### src/logic/gos_consts.vh
// Purpose: constants for the gate option sequencer
// Assumes: 50 MHz pclk
// Notes: APB byte offsets, field positions, defaults
`ifndef GOS_CONSTS_VH
`define GOS_CONSTS_VH
// --------------------------------------------------
// Register offsets
// --------------------------------------------------
`define GOS_OFF_CFG 12'h000
`define GOS_OFF_TIME 12'h004
`define GOS_OFF_CMD 12'h008
`define GOS_OFF_STAT 12'h00C
`define GOS_OFF_CYC 12'h010
`define GOS_OFF_SVC 12'h014
`define GOS_OFF_RADIO 12'h018
// --------------------------------------------------
// Config fields (CFG)
// --------------------------------------------------
`define GOS_CFG_HOLD_OPEN 0
`define GOS_CFG_HOLD_CLOSE 1
`define GOS_CFG_SHADOW_OPEN 2
`define GOS_CFG_TAILGATE 3
`define GOS_CFG_RADIO_EN 4
`define GOS_CFG_MON_EN 5
`define GOS_CFG_DUAL 6
`define GOS_CFG_PAIRED2 7
`define GOS_CFG_SVC_LO 8
`define GOS_CFG_SVC_HI 9
`define GOS_CFG_GTYPE_LO 12
`define GOS_CFG_GTYPE_HI 14
`define GOS_CFG_OB0_LO 16
`define GOS_CFG_OB0_HI 17
`define GOS_CFG_OB1_LO 18
`define GOS_CFG_OB1_HI 19
`define GOS_CFG_DEFAULT 32'h00000110
`define GOS_CFG_MASK 32'h000F73FF
// --------------------------------------------------
// Time fields (TIME): mid stop [6:0], stagger [14:8]
// --------------------------------------------------
`define GOS_TIME_DEFAULT 32'h00000000
`define GOS_TIME_MAX 7'h63
// --------------------------------------------------
// Command bits (CMD, write one)
// --------------------------------------------------
`define GOS_CMD_DEFAULTS 0
`define GOS_CMD_EXIT_PROG 1
`define GOS_CMD_CLR_SVC 2
`define GOS_CMD_LEARN_TX 3
`define GOS_CMD_DEL_TX 4
`define GOS_CMD_DEL_ALL 5
`define GOS_CMD_LEARN_OB 6
`define GOS_CMD_DEL_OB 7
// --------------------------------------------------
// Misc
// --------------------------------------------------
`define GOS_ERR_CODE 8'h15
`define GOS_TX_MAX 6'h28
`define GOS_HOLD_CLR_S 2
`define GOS_MISS_LIMIT 2'h2
`define GOS_CLK_HZ 50000000
`endif

### src/logic/gos_top.v
// Purpose: gate option sequencer, options and run control
// Assumes: APB slave, one clock, pins synchronised here
// Notes: motor drive and radio demod are outside
//
// Decided for this implementation: the APB slave port and the register offsets.
`timescale 1ns/1ps
`default_nettype none
`include "gos_consts.vh"
module gos_top #(
  parameter [31:0] CLK_HZ = `GOS_CLK_HZ
) (
  input wire pclk,
  input wire presetn,
  input wire psel,
  input wire penable,
  input wire pwrite,
  input wire [11:0] paddr,
  input wire [31:0] pwdata,
  output reg [31:0] prdata,
  output reg pready,
  output reg pslverr,
  input wire [12:0] pins_in,
  input wire [1:0] ob_act,
  input wire [1:0] ob_miss,
  output reg motor_open,
  output reg motor_close,
  output reg service_due_lamp,
  output reg alarm_beep,
  output reg peer_link,
  output reg [7:0] err_code
);
  // --------------------------------------------------
  // Pin inputs
  // --------------------------------------------------
  // pins_in: 0 open_btn 1 close_btn 2 stop 3 fire 4 enter 5 shadow
  // 6 reverse_loop 7 open_limit 8 close_limit 9 obs_open 10 obs_close
  // 11 peer_link_in 12 cycle_done
  wire [12:0] pin_s;
  wire tick;
  gos_sync #(.W(13)) u_sync (.pclk(pclk), .presetn(presetn), .din(pins_in), .dout(pin_s));
  gos_tick #(.CLK_HZ(CLK_HZ)) u_tick (.pclk(pclk), .presetn(presetn), .tick(tick));
  wire b_open = pin_s[0];
  wire b_close = pin_s[1];
  wire b_stop = pin_s[2];
  wire fire = pin_s[3];
  wire b_enter = pin_s[4];
  wire shadow = pin_s[5];
  wire rev_loop = pin_s[6];
  wire lim_open = pin_s[7];
  wire lim_close = pin_s[8];
  wire obs_open = pin_s[9];
  wire obs_close = pin_s[10];
  wire peer_in = pin_s[11];
  wire cyc_done = pin_s[12];
  // --------------------------------------------------
  // Registers
  // --------------------------------------------------
  reg [31:0] cfg_r, time_r, cyc_r, svc_r;
  reg [5:0] tx_cnt_r;
  reg [1:0] ob_cnt_r, miss0_r, miss1_r;
  reg [6:0] mid_s_r, stg_s_r;
  reg [3:0] edge_r;
  reg show_cyc_r, stg_wait_r, shadow_d_r, peer_d_r, cyc_d_r;
  reg [2:0] st_r, st_nxt;
  wire wr = psel && penable && pwrite;
  wire rd = psel && !penable && !pwrite;
  wire [7:0] cmd = (wr && paddr == `GOS_OFF_CMD) ? pwdata[7:0] : 8'h00;
  wire hold_open = cfg_r[`GOS_CFG_HOLD_OPEN];
  wire hold_close = cfg_r[`GOS_CFG_HOLD_CLOSE];
  wire dual = cfg_r[`GOS_CFG_DUAL];
  wire radio_en = cfg_r[`GOS_CFG_RADIO_EN];
  wire [2:0] gtype = cfg_r[`GOS_CFG_GTYPE_HI:`GOS_CFG_GTYPE_LO];
  wire [6:0] mid_t = time_r[6:0];
  wire [6:0] stg_t = time_r[14:8];
  // States, one-hot
  localparam [2:0] S_IDLE = 3'b001;
  localparam [2:0] S_OPEN = 3'b010;
  localparam [2:0] S_CLOSE = 3'b100;
  // Supervision need by gate type; paired second unit needs open only
  wire need_o = gtype == 3'd0 || gtype == 3'd3 || gtype == 3'd4;
  wire need_c = (need_o || gtype == 3'd5) && !cfg_r[`GOS_CFG_PAIRED2];
  // Obstacle tx roles: 0 open obs 1 close obs 2 reverse 3 stop
  wire [1:0] role0 = cfg_r[`GOS_CFG_OB0_HI:`GOS_CFG_OB0_LO];
  wire [1:0] role1 = cfg_r[`GOS_CFG_OB1_HI:`GOS_CFG_OB1_LO];
  wire a0 = ob_act[0] && radio_en && ob_cnt_r != 2'd0;
  wire a1 = ob_act[1] && radio_en && ob_cnt_r == 2'd2;
  wire tx_oo = (a0 && role0 == 2'd0) || (a1 && role1 == 2'd0);
  wire tx_oc = (a0 && role0 == 2'd1) || (a1 && role1 == 2'd1);
  wire tx_rv = (a0 && role0 == 2'd2) || (a1 && role1 == 2'd2);
  wire tx_st = (a0 && role0 == 2'd3) || (a1 && role1 == 2'd3);
  // Held direction skips the supervision demand
  wire sup_o_ok = hold_open || !need_o || obs_open || tx_oo;
  wire sup_c_ok = hold_close || !need_c || obs_close || tx_oc;
  // High supervised input means healthy; a drop while demanded is an obstruction
  wire obs_o_hit = need_o && !hold_open && !obs_open;
  wire obs_c_hit = need_c && !hold_close && !obs_close;
  wire any_rev = rev_loop || tx_rv || obs_c_hit || tx_oc;
  // --------------------------------------------------
  // Run control
  // --------------------------------------------------
  wire shadow_clr = shadow_d_r && !shadow;
  wire peer_rise = peer_in && !peer_d_r;
  wire open_req = b_open || (peer_rise && dual);
  wire open_ok = !(lim_close && shadow && cfg_r[`GOS_CFG_SHADOW_OPEN]);
  wire close_ok = !(lim_open && shadow);
  wire tg = cfg_r[`GOS_CFG_TAILGATE];
  wire mid_on = mid_t != 7'h00 && !dual;
  wire full_ovr = fire || edge_r[0] || edge_r[1];
  // Next state
  always @*
  begin
    st_nxt = st_r;
    case (st_r)
      S_IDLE:
      begin
        // Fire at the open limit rests here rather than toggling the motor
        if (fire)
          st_nxt = lim_open ? S_IDLE : S_OPEN;
        else if (b_stop || tx_st)
          st_nxt = S_IDLE;
        else if (open_req && open_ok && sup_o_ok && !lim_open && !stg_wait_r)
          st_nxt = S_OPEN;
        else if (b_close && close_ok && sup_c_ok && !lim_close)
          st_nxt = S_CLOSE;
        else if (tg && shadow_clr && lim_open && sup_c_ok)
          st_nxt = S_CLOSE;
      end
      S_OPEN:
      begin
        if (lim_open)
          st_nxt = S_IDLE;
        else if (fire)
          st_nxt = S_OPEN;
        else if (b_stop || tx_st || tx_oo || obs_o_hit)
          st_nxt = S_IDLE;
        else if (hold_open && !b_open)
          st_nxt = S_IDLE;
        else if (b_close && close_ok)
          st_nxt = S_CLOSE;
        else if (mid_on && !full_ovr && !b_open && mid_s_r >= mid_t)
          st_nxt = S_IDLE;
      end
      S_CLOSE:
      begin
        if (lim_close)
          st_nxt = S_IDLE;
        else if (fire || any_rev)
          st_nxt = S_OPEN;
        else if (b_stop || tx_st)
          st_nxt = S_IDLE;
        else if (hold_close && !b_close)
          st_nxt = S_IDLE;
      end
      default:
        st_nxt = S_IDLE;
    endcase
  end
  // State, timers, motor outputs
  always @(posedge pclk or negedge presetn)
  begin
    if (!presetn)
    begin
      st_r <= S_IDLE;
      edge_r <= 4'h0;
      mid_s_r <= 7'h00;
      stg_s_r <= 7'h00;
      stg_wait_r <= 1'b0;
      shadow_d_r <= 1'b0;
      peer_d_r <= 1'b0;
      cyc_d_r <= 1'b0;
      motor_open <= 1'b0;
      motor_close <= 1'b0;
      peer_link <= 1'b0;
    end
    else
    begin
      shadow_d_r <= shadow;
      peer_d_r <= peer_in;
      cyc_d_r <= cyc_done;
      st_r <= st_nxt;
      // Stagger wait counted in whole seconds from the peer edge; the peer open starts at once, the wait blocks later open requests
      if (dual && peer_rise && stg_t != 7'h00 && st_r == S_IDLE)
      begin
        stg_wait_r <= 1'b1;
        stg_s_r <= 7'h00;
      end
      else if (stg_wait_r && tick)
      begin
        if (stg_s_r + 7'd1 >= stg_t)
          stg_wait_r <= 1'b0;
        stg_s_r <= stg_s_r + 7'd1;
      end
      // Sticky override reasons for the current opening
      if (st_r != S_OPEN)
      begin
        mid_s_r <= 7'h00;
        edge_r <= {2'b00, any_rev, 1'b0};
      end
      else
      begin
        if (tick && mid_s_r != `GOS_TIME_MAX)
          mid_s_r <= mid_s_r + 7'd1;
        if (b_open && mid_s_r >= mid_t)
          edge_r[0] <= 1'b1;
        if (any_rev)
          edge_r[1] <= 1'b1;
      end
      // Tailgate halt: shadow stops closing, resumes when clear
      motor_open <= st_nxt == S_OPEN;
      motor_close <= st_nxt == S_CLOSE && !(tg && shadow);
      // Activation pulse to the peer
      peer_link <= dual && st_r == S_IDLE && st_nxt != S_IDLE && !peer_rise;
    end
  end
  // without tailgate, shadow_clr never starts a close above
  // --------------------------------------------------
  // Counters, radio memory, alarms
  // --------------------------------------------------
  wire [31:0] svc_lim = (cfg_r[`GOS_CFG_SVC_HI:`GOS_CFG_SVC_LO] == 2'd0) ? 32'd5000 :
    (cfg_r[`GOS_CFG_SVC_HI:`GOS_CFG_SVC_LO] == 2'd1) ? 32'd10000 :
    (cfg_r[`GOS_CFG_SVC_HI:`GOS_CFG_SVC_LO] == 2'd2) ? 32'd15000 : 32'd25000;
  reg [31:0] hold_cyc_r;
  wire clr_full = show_cyc_r && b_enter && hold_cyc_r >= `GOS_HOLD_CLR_S * CLK_HZ - 32'd1;
  wire cyc_inc = cyc_done && !cyc_d_r;
  wire svc_wr = wr && paddr == `GOS_OFF_CFG;
  wire [31:0] cfg_def_keep = (`GOS_CFG_DEFAULT & 32'hFFF0FFFF) | (cfg_r & 32'h000F0000);
  always @(posedge pclk or negedge presetn)
  begin
    if (!presetn)
    begin
      cyc_r <= 32'h00000000;
      svc_r <= 32'h00000000;
      hold_cyc_r <= 32'h00000000;
      service_due_lamp <= 1'b0;
      tx_cnt_r <= 6'h00;
      ob_cnt_r <= 2'h0;
      miss0_r <= 2'h0;
      miss1_r <= 2'h0;
      alarm_beep <= 1'b0;
    end
    else
    begin
      // Enter hold timed against the cycle display
      if (!(b_enter && show_cyc_r) || clr_full)
        hold_cyc_r <= 32'h00000000;
      else
        hold_cyc_r <= hold_cyc_r + 32'd1;
      // Clear wins over a count landing in the same cycle
      if (clr_full)
        cyc_r <= 32'h00000000;
      else if (cyc_inc)
        cyc_r <= cyc_r + 32'd1;
      if (clr_full || cmd[`GOS_CMD_CLR_SVC])
        svc_r <= 32'h00000000;
      else if (cyc_inc)
        svc_r <= svc_r + 32'd1;
      service_due_lamp <= !(clr_full || cmd[`GOS_CMD_CLR_SVC]) && svc_r > svc_lim;
      // Transmitter memory, learn hidden when full or radio off
      if (cmd[`GOS_CMD_DEL_ALL] && tx_cnt_r != 6'h00 && radio_en)
        tx_cnt_r <= 6'h00;
      else if (cmd[`GOS_CMD_DEL_TX] && tx_cnt_r != 6'h00 && radio_en)
        tx_cnt_r <= tx_cnt_r - 6'd1;
      else if (cmd[`GOS_CMD_LEARN_TX] && tx_cnt_r < `GOS_TX_MAX && radio_en)
        tx_cnt_r <= tx_cnt_r + 6'd1;
      if (cmd[`GOS_CMD_DEL_OB] && ob_cnt_r != 2'd0 && radio_en)
        ob_cnt_r <= 2'd0;
      else if (cmd[`GOS_CMD_LEARN_OB] && ob_cnt_r < 2'd2 && radio_en)
        ob_cnt_r <= ob_cnt_r + 2'd1;
      // Consecutive misses; a heard report resets the run
      if (ob_act[0])
        miss0_r <= 2'h0;
      else if (ob_miss[0] && miss0_r != `GOS_MISS_LIMIT)
        miss0_r <= miss0_r + 2'd1;
      if (ob_act[1])
        miss1_r <= 2'h0;
      else if (ob_miss[1] && miss1_r != `GOS_MISS_LIMIT)
        miss1_r <= miss1_r + 2'd1;
      alarm_beep <= cfg_r[`GOS_CFG_MON_EN] &&
        ((ob_cnt_r != 2'd0 && miss0_r == `GOS_MISS_LIMIT) ||
         (ob_cnt_r == 2'd2 && miss1_r == `GOS_MISS_LIMIT));
    end
  end
  // --------------------------------------------------
  // APB slave
  // --------------------------------------------------
  wire illegal = mid_t > `GOS_TIME_MAX || stg_t > `GOS_TIME_MAX || gtype > 3'd5;
  always @(posedge pclk or negedge presetn)
  begin
    if (!presetn)
    begin
      cfg_r <= `GOS_CFG_DEFAULT;
      time_r <= `GOS_TIME_DEFAULT;
      show_cyc_r <= 1'b0;
      err_code <= 8'h00;
      prdata <= 32'h00000000;
      pready <= 1'b0;
      pslverr <= 1'b0;
    end
    else
    begin
      pready <= psel && !penable;
      pslverr <= 1'b0;
      if (cmd[`GOS_CMD_DEFAULTS])
      begin
        cfg_r <= cfg_def_keep;
        time_r <= `GOS_TIME_DEFAULT;
      end
      else if (cmd[`GOS_CMD_EXIT_PROG] && illegal)
      begin
        err_code <= `GOS_ERR_CODE;
        time_r <= 32'h00000000;
        cfg_r[`GOS_CFG_GTYPE_HI:`GOS_CFG_GTYPE_LO] <= 3'd0;
      end
      else if (svc_wr)
        cfg_r <= pwdata & `GOS_CFG_MASK;
      else if (wr && paddr == `GOS_OFF_TIME)
        time_r <= {17'h00000, pwdata[14:8], 1'b0, pwdata[6:0]};
      if (cmd[`GOS_CMD_EXIT_PROG] && !illegal)
        err_code <= 8'h00;
      if (wr && paddr == `GOS_OFF_STAT)
        show_cyc_r <= pwdata[0];
      if (psel && !penable && !(paddr <= `GOS_OFF_RADIO && paddr[1:0] == 2'b00))
        pslverr <= 1'b1;
      if (rd)
      begin
        case (paddr)
          `GOS_OFF_CFG: prdata <= cfg_r;
          `GOS_OFF_TIME: prdata <= time_r;
          `GOS_OFF_STAT: prdata <= {16'h0000, err_code, 1'b0, alarm_beep,
            service_due_lamp, stg_wait_r, st_r, show_cyc_r};
          `GOS_OFF_CYC: prdata <= cyc_r;
          `GOS_OFF_SVC: prdata <= svc_r;
          `GOS_OFF_RADIO: prdata <= {20'h00000,
            radio_en && ob_cnt_r != 2'd0, radio_en && ob_cnt_r < 2'd2,
            radio_en && tx_cnt_r != 6'h00, radio_en && tx_cnt_r < `GOS_TX_MAX,
            ob_cnt_r, tx_cnt_r};
          default: prdata <= 32'h00000000;
        endcase
      end
    end
  end
endmodule // gos_top
`default_nettype wire

### src/logic/gos_sync.v
// Purpose: three-stage pin synchroniser with agree filter
// Assumes: input asynchronous to pclk
// Notes: output changes once stages two and three agree
`timescale 1ns/1ps
`default_nettype none
module gos_sync #(
  parameter W = 8
) (
  input wire pclk,
  input wire presetn,
  input wire [W-1:0] din,
  output reg [W-1:0] dout
);
  reg [W-1:0] s1_r;
  reg [W-1:0] s2_r;
  reg [W-1:0] s3_r;
  genvar i;
  // Per bit: first stage only feeds second
  generate
    for (i = 0; i < W; i = i + 1)
    begin : g_bit
      always @(posedge pclk or negedge presetn)
      begin
        if (!presetn)
        begin
          s1_r[i] <= 1'b0;
          s2_r[i] <= 1'b0;
          s3_r[i] <= 1'b0;
          dout[i] <= 1'b0;
        end
        else
        begin
          s1_r[i] <= din[i];
          s2_r[i] <= s1_r[i];
          s3_r[i] <= s2_r[i];
          if (s2_r[i] == s3_r[i])
            dout[i] <= s3_r[i];
        end
      end
    end
  endgenerate
endmodule // gos_sync
`default_nettype wire

### src/logic/gos_tick.v
// Purpose: one-second tick from pclk
// Assumes: CLK_HZ cycles per second
// Notes: one-cycle pulse
`timescale 1ns/1ps
`default_nettype none
module gos_tick #(
  parameter [31:0] CLK_HZ = 32'd50000000
) (
  input wire pclk,
  input wire presetn,
  output reg tick
);
  reg [31:0] cnt_r;
  // Free-running divider
  always @(posedge pclk or negedge presetn)
  begin
    if (!presetn)
    begin
      cnt_r <= 32'h00000000;
      tick <= 1'b0;
    end
    else if (cnt_r >= CLK_HZ - 32'd1)
    begin
      cnt_r <= 32'h00000000;
      tick <= 1'b1;
    end
    else
    begin
      cnt_r <= cnt_r + 32'd1;
      tick <= 1'b0;
    end
  end
endmodule // gos_tick
`default_nettype wire

### config.mk
export PLATFORM = sky130hd
export DESIGN_NAME = gos_top
export DESIGN_NICKNAME = d
export VERILOG_FILES = /design/src/logic/gos_top.v /design/src/logic/gos_sync.v /design/src/logic/gos_tick.v
export VERILOG_INCLUDE_DIRS = /design/src /design/src/logic
export SDC_FILE = /design/constraint.sdc
export NUM_CORES = 1
export LEC_CHECK = 0
export BUFFER_PORTS_ARGS = -buffer_cell sky130_fd_sc_hd__clkbuf_2
export CELL_PAD_IN_SITES_DETAIL_PLACEMENT = 0
export CELL_PAD_IN_SITES_GLOBAL_PLACEMENT = 2
export CORE_MARGIN = 2
export CORE_UTILIZATION = 39
export CTS_BUF_LIST = sky130_fd_sc_hd__clkbuf_4 sky130_fd_sc_hd__clkbuf_8 sky130_fd_sc_hd__clkbuf_16
export DETAILED_ROUTE_END_ITERATION = 12
export HOLD_SLACK_MARGIN = 0.1
export MAX_ROUTING_LAYER = met4
export PLACE_DENSITY = 0.89
export SYNTH_ARGS = -nofsm -noshare
export SYNTH_HDL_FRONTEND = slang
export SYNTH_SLANG_ARGS = --single-unit
### constraint.sdc
create_clock -name pclk -period 3.26 [get_ports pclk]
set_clock_uncertainty 0.2 [all_clocks]
set_input_delay 0.326 -clock pclk [delete_from_list [all_inputs] [get_ports pclk]]
set_output_delay 0.326 -clock pclk [all_outputs]
set_load 0.01 [all_outputs]
Yosys cells after proc, flatten, opt, wreduce, memory -nomap -nowiden
Index checks and enable logic that the tools add are counted.
{"block": "totals", "register_bits": 328, "latch_bits": 0, "ramBits": 0, "rom_bits": 0, "input_bits": 66, "output_inout_bits": 47, "wordCells": 384, "memories": 0}
{"block": "op_classes", "n_addsub": 11, "mul": 0, "n_div": 0, "magnitude_cmp": 11, "n_eq_ne": 46, "shift": 0, "muxes": 61, "bitwise_logic": 2, "reduce_logical": 169}
{"operator": "two-way mux 32 bit", "n": 12}
{"operator": "case mux 32 bit (6 select lines)", "n": 1}
{"operator": "adder 32 x 1 -> 32 bit, second input constant", "n": 4}
{"operator": "logical AND 1 bit", "n": 84}
{"operator": "two-way mux 3 bit", "n": 16}
{"operator": "two-way mux 15 bit", "n": 3}
{"operator": "== test 12 x 5 -> 1 bit, second input constant", "n": 3}
{"operator": ">= comparator 32 x 26 -> 1 bit, second input constant", "n": 1}
{"operator": ">= comparator 32 x 27 -> 1 bit, second input constant", "n": 1}
{"operator": "> comparator 32 x 15 -> 1 bit", "n": 1}
{"operator": "two-way mux 8 bit", "n": 4}
{"operator": "logical OR 1 bit", "n": 28}
{"operator": "two-way mux 7 bit", "n": 4}
{"operator": "zero test 1 bit", "n": 27}
{"operator": "nonzero test 2 bit", "n": 13}
{"operator": "== test 12 x 4 -> 1 bit, second input constant", "n": 2}
{"operator": "two-way mux 6 bit", "n": 3}
{"operator": "two-way mux 17 bit", "n": 1}
{"operator": "== test 2 bit, second input constant", "n": 8}
{"operator": "two-way mux 2 bit", "n": 8}
{"operator": "adder 7 x 1 -> 7 bit, second input constant", "n": 2}
{"operator": ">= comparator 7 bit", "n": 2}
{"operator": "> comparator 7 bit, second input constant", "n": 2}
{"operator": "nonzero test 7 bit", "n": 2}
{"operator": "29 further kinds", "n": 68}

Longest topological paths before layout
{"block": "logic_depth", "ltp_word": 19, "ltp_mapped": 11, "ltp_nobuf": 10}

Hierarchy
From an unflattened synthesis, not the netlist that was laid out.
{"block": "hier_totals", "hier_cells": 1382, "hier_area_um2": 14192.4}
{"mod": "gos_top", "n_inst": 1, "cells_per_inst": 1154, "area_each_um2": 11083.1, "seq_area_each_um2": 5083.6}
{"mod": "gos_tick", "n_inst": 1, "cells_per_inst": 163, "area_each_um2": 1661.6, "seq_area_each_um2": 825.8}
{"mod": "gos_sync", "n_inst": 1, "cells_per_inst": 65, "area_each_um2": 1447.6, "seq_area_each_um2": 1301.2}

Worst setup path before layout
No wires, ideal clock.
{"block": "synth_timing", "path_type": "input-to-reg", "startpoint": "input port paddr[5]", "endpoint": "register tx_cnt_r[5]", "setup_time_ps": 118, "t_arrival_ps": 2613, "required_time_ps": 2942, "slack_ps": 329, "cell_stages": 10, "n_path_buf": 0, "cell_sequence": "nor4_4 nand4_2 nor4_2 ha_1 a211oi_1 o21bai_1 a21oi_1 xnor2_1 o21bai_1 a21o_1"}
{"block": "synth_between", "elab_chain_cells": 7, "word_cells_on_any_way": 12, "cone_classes": "eq/ne: 1; mux: 3; reduce/logical: 8"}
{"item": "start, declared", "line_no": "gos_top.v:17", "rtl": "input wire [11:0] paddr,"}
{"item": "== test 12 x 4 -> 1 bit (no line) (*)"}
{"item": "logical AND 1 bit (no line) (*)"}
{"item": "two-way mux 8 bit (*)", "line_no": "gos_top.v:67", "rtl": "wire [7:0] cmd = (wr && paddr == `GOS_OFF_CMD) ? pwdata[7:0] : 8'h00;"}
{"item": "logical AND 1 bit (2 in a row)", "line_no": "gos_top.v:261", "rtl": "else if (cmd[`GOS_CMD_DEL_TX] && tx_cnt_r != 6'h00 && radio_en)"}
{"item": "two-way mux 6 bit", "line_no": "gos_top.v:261"}
{"item": "two-way mux 6 bit", "line_no": "gos_top.v:259", "rtl": "if (cmd[`GOS_CMD_DEL_ALL] && tx_cnt_r != 6'h00 && radio_en)"}
{"item": "end signal, assigned", "line_no": "gos_top.v:262", "rtl": "tx_cnt_r <= tx_cnt_r - 6'd1;"}
{"item": "end signal, assigned", "line_no": "gos_top.v:264", "rtl": "tx_cnt_r <= tx_cnt_r + 6'd1;"}
{"item": "end, declared", "line_no": "gos_top.v:59", "rtl": "reg [5:0] tx_cnt_r;"}
Every way passes the cells marked *; elsewhere a longest branch is shown, timed or not.
A chain may end at the register's enable or synchronous reset.

Worst setup path in the final report
{"block": "layout_timing", "startpoint": "register tx_cnt_r[2]", "endpoint": "register tx_cnt_r[5]"}
{"block": "layout_between", "elab_chain_cells": 5, "word_cells_on_any_way": 14, "cone_classes": "add/sub: 2; order compare: 1; mux: 3; reduce/logical: 8"}
{"item": "branches (longest 5 deep; another with adder 6 x 1 -> 6 bit)"}
Several ways; the timed one is not identified. The select of a mux whose other input is x is not followed.

==> flow_metrics.tcl <==
set metrics [dict create \
    status "finished, violations left" \
    violations "DRC" \
    whs_ns 0.1431 \
    grt_max_degree 81 \
    synth_compound_gate_area_share_pct 10.35 \
    slew_violations 0 \
    layout_setup_ws_ns 0.1743 \
    io_pins 113 \
    relSlewSlack_pct 27.95 \
    overflow 0 \
    drive_gt1_share_pct 14.59 \
    fmax_mhz 324.1 \
    async_reset_ff_share_pct 100.0 \
    tightest_slew_ns 1.080 \
    hp-class "reg -> reg" \
    viasPerCell 5.261 \
    endpoint_kind "register" \
    synthMuxAreaShare_pct 2.647 \
    synth_area_sq_mm 0.01413 \
    cts.sink_count 288 \
    syn_avg_cell_area_sq_um 10.29 \
    dieArea_sq_mm 0.03778 \
    clkTransAtPathRegs_ns 0.06 \
    yosysTopAreaCell "dfrtp_1" \
    rows 69 \
    track_usage_pct 19.57 \
    dp_hpwl_um 25390 \
    arrival_ns 3.33 \
    reg2regPathDepth 10 \
    gp_congestion 0.8634 \
    final_design_area_no_fill_sq_mm 0.01692 \
    ant_nets 0 \
    synthXorXnorAreaFrac_pct 7.683 \
    critPathLaunchType "register" \
    vias 10716 \
    routed_wl_um 35220 \
    period_needed_ns 3.086 \
    die_h_um 194.4 \
    setup_violations 0 \
    post-synth-top-count-cell "dfrtp_1" \
    synth_cells 1374 \
    placed_cell_area_sq_mm 0.01529 \
    nets 1663 \
    ys_seq_area_share_pct 51.01 \
    core_sq_mm 0.03566 \
    chipWidth_um 194.4 \
    reg2reg_to "tx_cnt_r[5]" \
    rsz0062_at_grt "no" \
    crit_type "reg -> reg" \
    p_leak_nw 7.365 \
    synth_edf_count 0 \
    wl_per_cell_um 17.29 \
    ys.flop_type "dfrtp_1" \
    power.total_mw 8.867 \
    path_max_fanout 6 \
    whs_path_depth 0 \
    yosys_warnings 0 \
    cap_viol_max_count 0 \
    synthTopCellsByCount "dfrtp_1, nor2_1, nand2_1" \
    clk_latency_ns 0.51 \
    cts_tree "built" \
    finalCritPeriodShare_pct 94.65 \
    first_iter_violations 651 \
    htreeDepth 2 \
    synth_top_family_by_area "simple AND/OR/NAND/NOR gates" \
    clockBufferDepth 3 \
    netlist.area_leader.share_pct 50.46 \
    clock-root-buffer "clkbuf_16" \
    place_ws_ns -0.04192 \
    grt_pass1_vias 10661 \
    synth_simple_gate_area_share_pct 19.96 \
    first_pass_iters 11 \
    ir_drop_mv 0.4245 \
    syn2layout_area_growth_pct 19.72 \
    diodes 0 \
    hold_viol 0 \
    antenna_found_initial 0 \
    synth_cell_types 89 \
    place.port_buffers 94 \
    grt_pass1_wl_um 57720 \
    hold_end "u_sync.s2_r[11]" \
    cp.required_ns 3.51 \
    reg2reg_slack_ns 0.17 \
    min_from "u_sync.s1_r[11]" \
    ys_ff_latch 288 \
    numCtsBuffers 35 \
    yosys-top-cells-area "dfrtp_1, nor2_1, xor2_1" \
    r2r-start "tx_cnt_r[2]" \
    synthAdderAreaFrac_pct 4.957 \
    p_per_area_mw_per_mm2 524.0 \
    start_util_pct 39.64 \
    drcViolationCount 2 \
]
==> metrics by stage <==
stage | util (%) | setup TNS [ns] | std cells
floorplan | - | 0 | 1389
global placement | 42.88 | 0 | 1933
detailed placement | 42.88 | -0.04192 | 1933
CTS | 47.44 | 0 | 2037
global route | 47.46 | 0 | 2037
finish | 47.46 | 0 | 2037
==> layout make-up <==
class / instances / area (sq um)
Clock buffer: 49 / 1079
Clock inverter: 12 / 116.4
Fill cell: 3354 / 18730
Inverter: 54 / 202.7
Multi-Input combinational cell: 1001 / 6526
Sequential cell: 288 / 7211
Tap cell: 461 / 576.8
Timing Repair Buffer: 172 / 1211
==> worst max-delay path, stage by stage (launching register included) <==
cell      delay [ns]
dfrtp_1         0.42
or4_1           0.54
o311ai_2        0.43
nor4_4          0.12
ha_1            0.32
a211oi_1        0.23
o21bai_1        0.10
a21oi_1         0.18
xnor2_1         0.15
nor3b_1         0.23
a21o_1          0.11
==> sequential cells by signal, summed over array words and instances (netlist names), 14 cells and up <==
register / flops
cfg_r: 17
time_r: 14
cyc_r: 32
hold_cyc_r: 32
prdata: 32
svc_r: 32
u_tick.cnt_r: 32
==> timing repair <==
action	4_1_cts	5_1_grt
gates resized for setup	0	1
buffers inserted	0	0
setup endpoints to repair	0	1
hold endpoints to repair	128	0
hold buffers	43	0
==> routing by layer <==
layer  vias up  global-route usage [%]  routed length (um)
met4         0                   5.356                 837
li1       5175                       -                   -
met3        54                   3.141                1757
met1      5238                   26.77               16610
met2       249                   30.32               16010
met5         -                       -                   0
==> cell families after synthesis <==
logic type | count (synthesis)
buffers and inverters | 100
xor gates and xnor gates | 124
and+or+nand+nor | 553
adders and majority gates | 58
AOI/OAI and AO/OA | 215
DFF | 288
muxes | 35
other | 1
==> cells in the final DEF (no fill, tap or decap), types with 6 or more instances in the layout <==
cell type      count
a31oi_1            7
or3_1             11
o21ai_0           55
a22oi_1           15
and3_1            18
clkbuf_8          10
nand2_1          123
a22o_1             8
dlygate4sd3_1     43
nor2_1           197
nand3_1           45
buf_4             32
conb_1            16
xor2_1            69
maj3_1            13
clkinv_2           8
clkbuf_2          93
nor2b_1           10
and4_1            12
a21oi_1           45
ha_1              44
nor4_1            16
dfrtp_1          285
a21o_1            13
xnor2_1           55
inv_1             54
mux2i_1           31
or4_1              7
a221o_1            7
nand4_1           28
nand2b_1          12
a221oi_1          12
nor3_1            19
nand3b_1           6
clkbuf_16         37
==> how the worst max path moves through the flow <==
stage	startpoint	end	slack (ns)	cells after the start
finish	tx_cnt_r[2]	tx_cnt_r[5]	0.17	10
global route	tx_cnt_r[2]	tx_cnt_r[5]	0.02	10
CTS	paddr[1]	tx_cnt_r[5]	0.03	12
detailed placement	paddr[5]	tx_cnt_r[5]	-0.04	11
global placement	paddr[5]	tx_cnt_r[5]	0.03	11
floorplan	paddr[5]	tx_cnt_r[5]	0.33	10
==> power breakdown <==
group	switching, mW	internal (mW)	leakage, nW	total, mW
clock network	1.51	2.46	0.601	3.97
registers	0.298	3.78	3.71	4.08
logic	0.459	0.361	3.05	0.820
total	2.26	6.60	7.36	8.87
(Power assumes the default switching activity.)
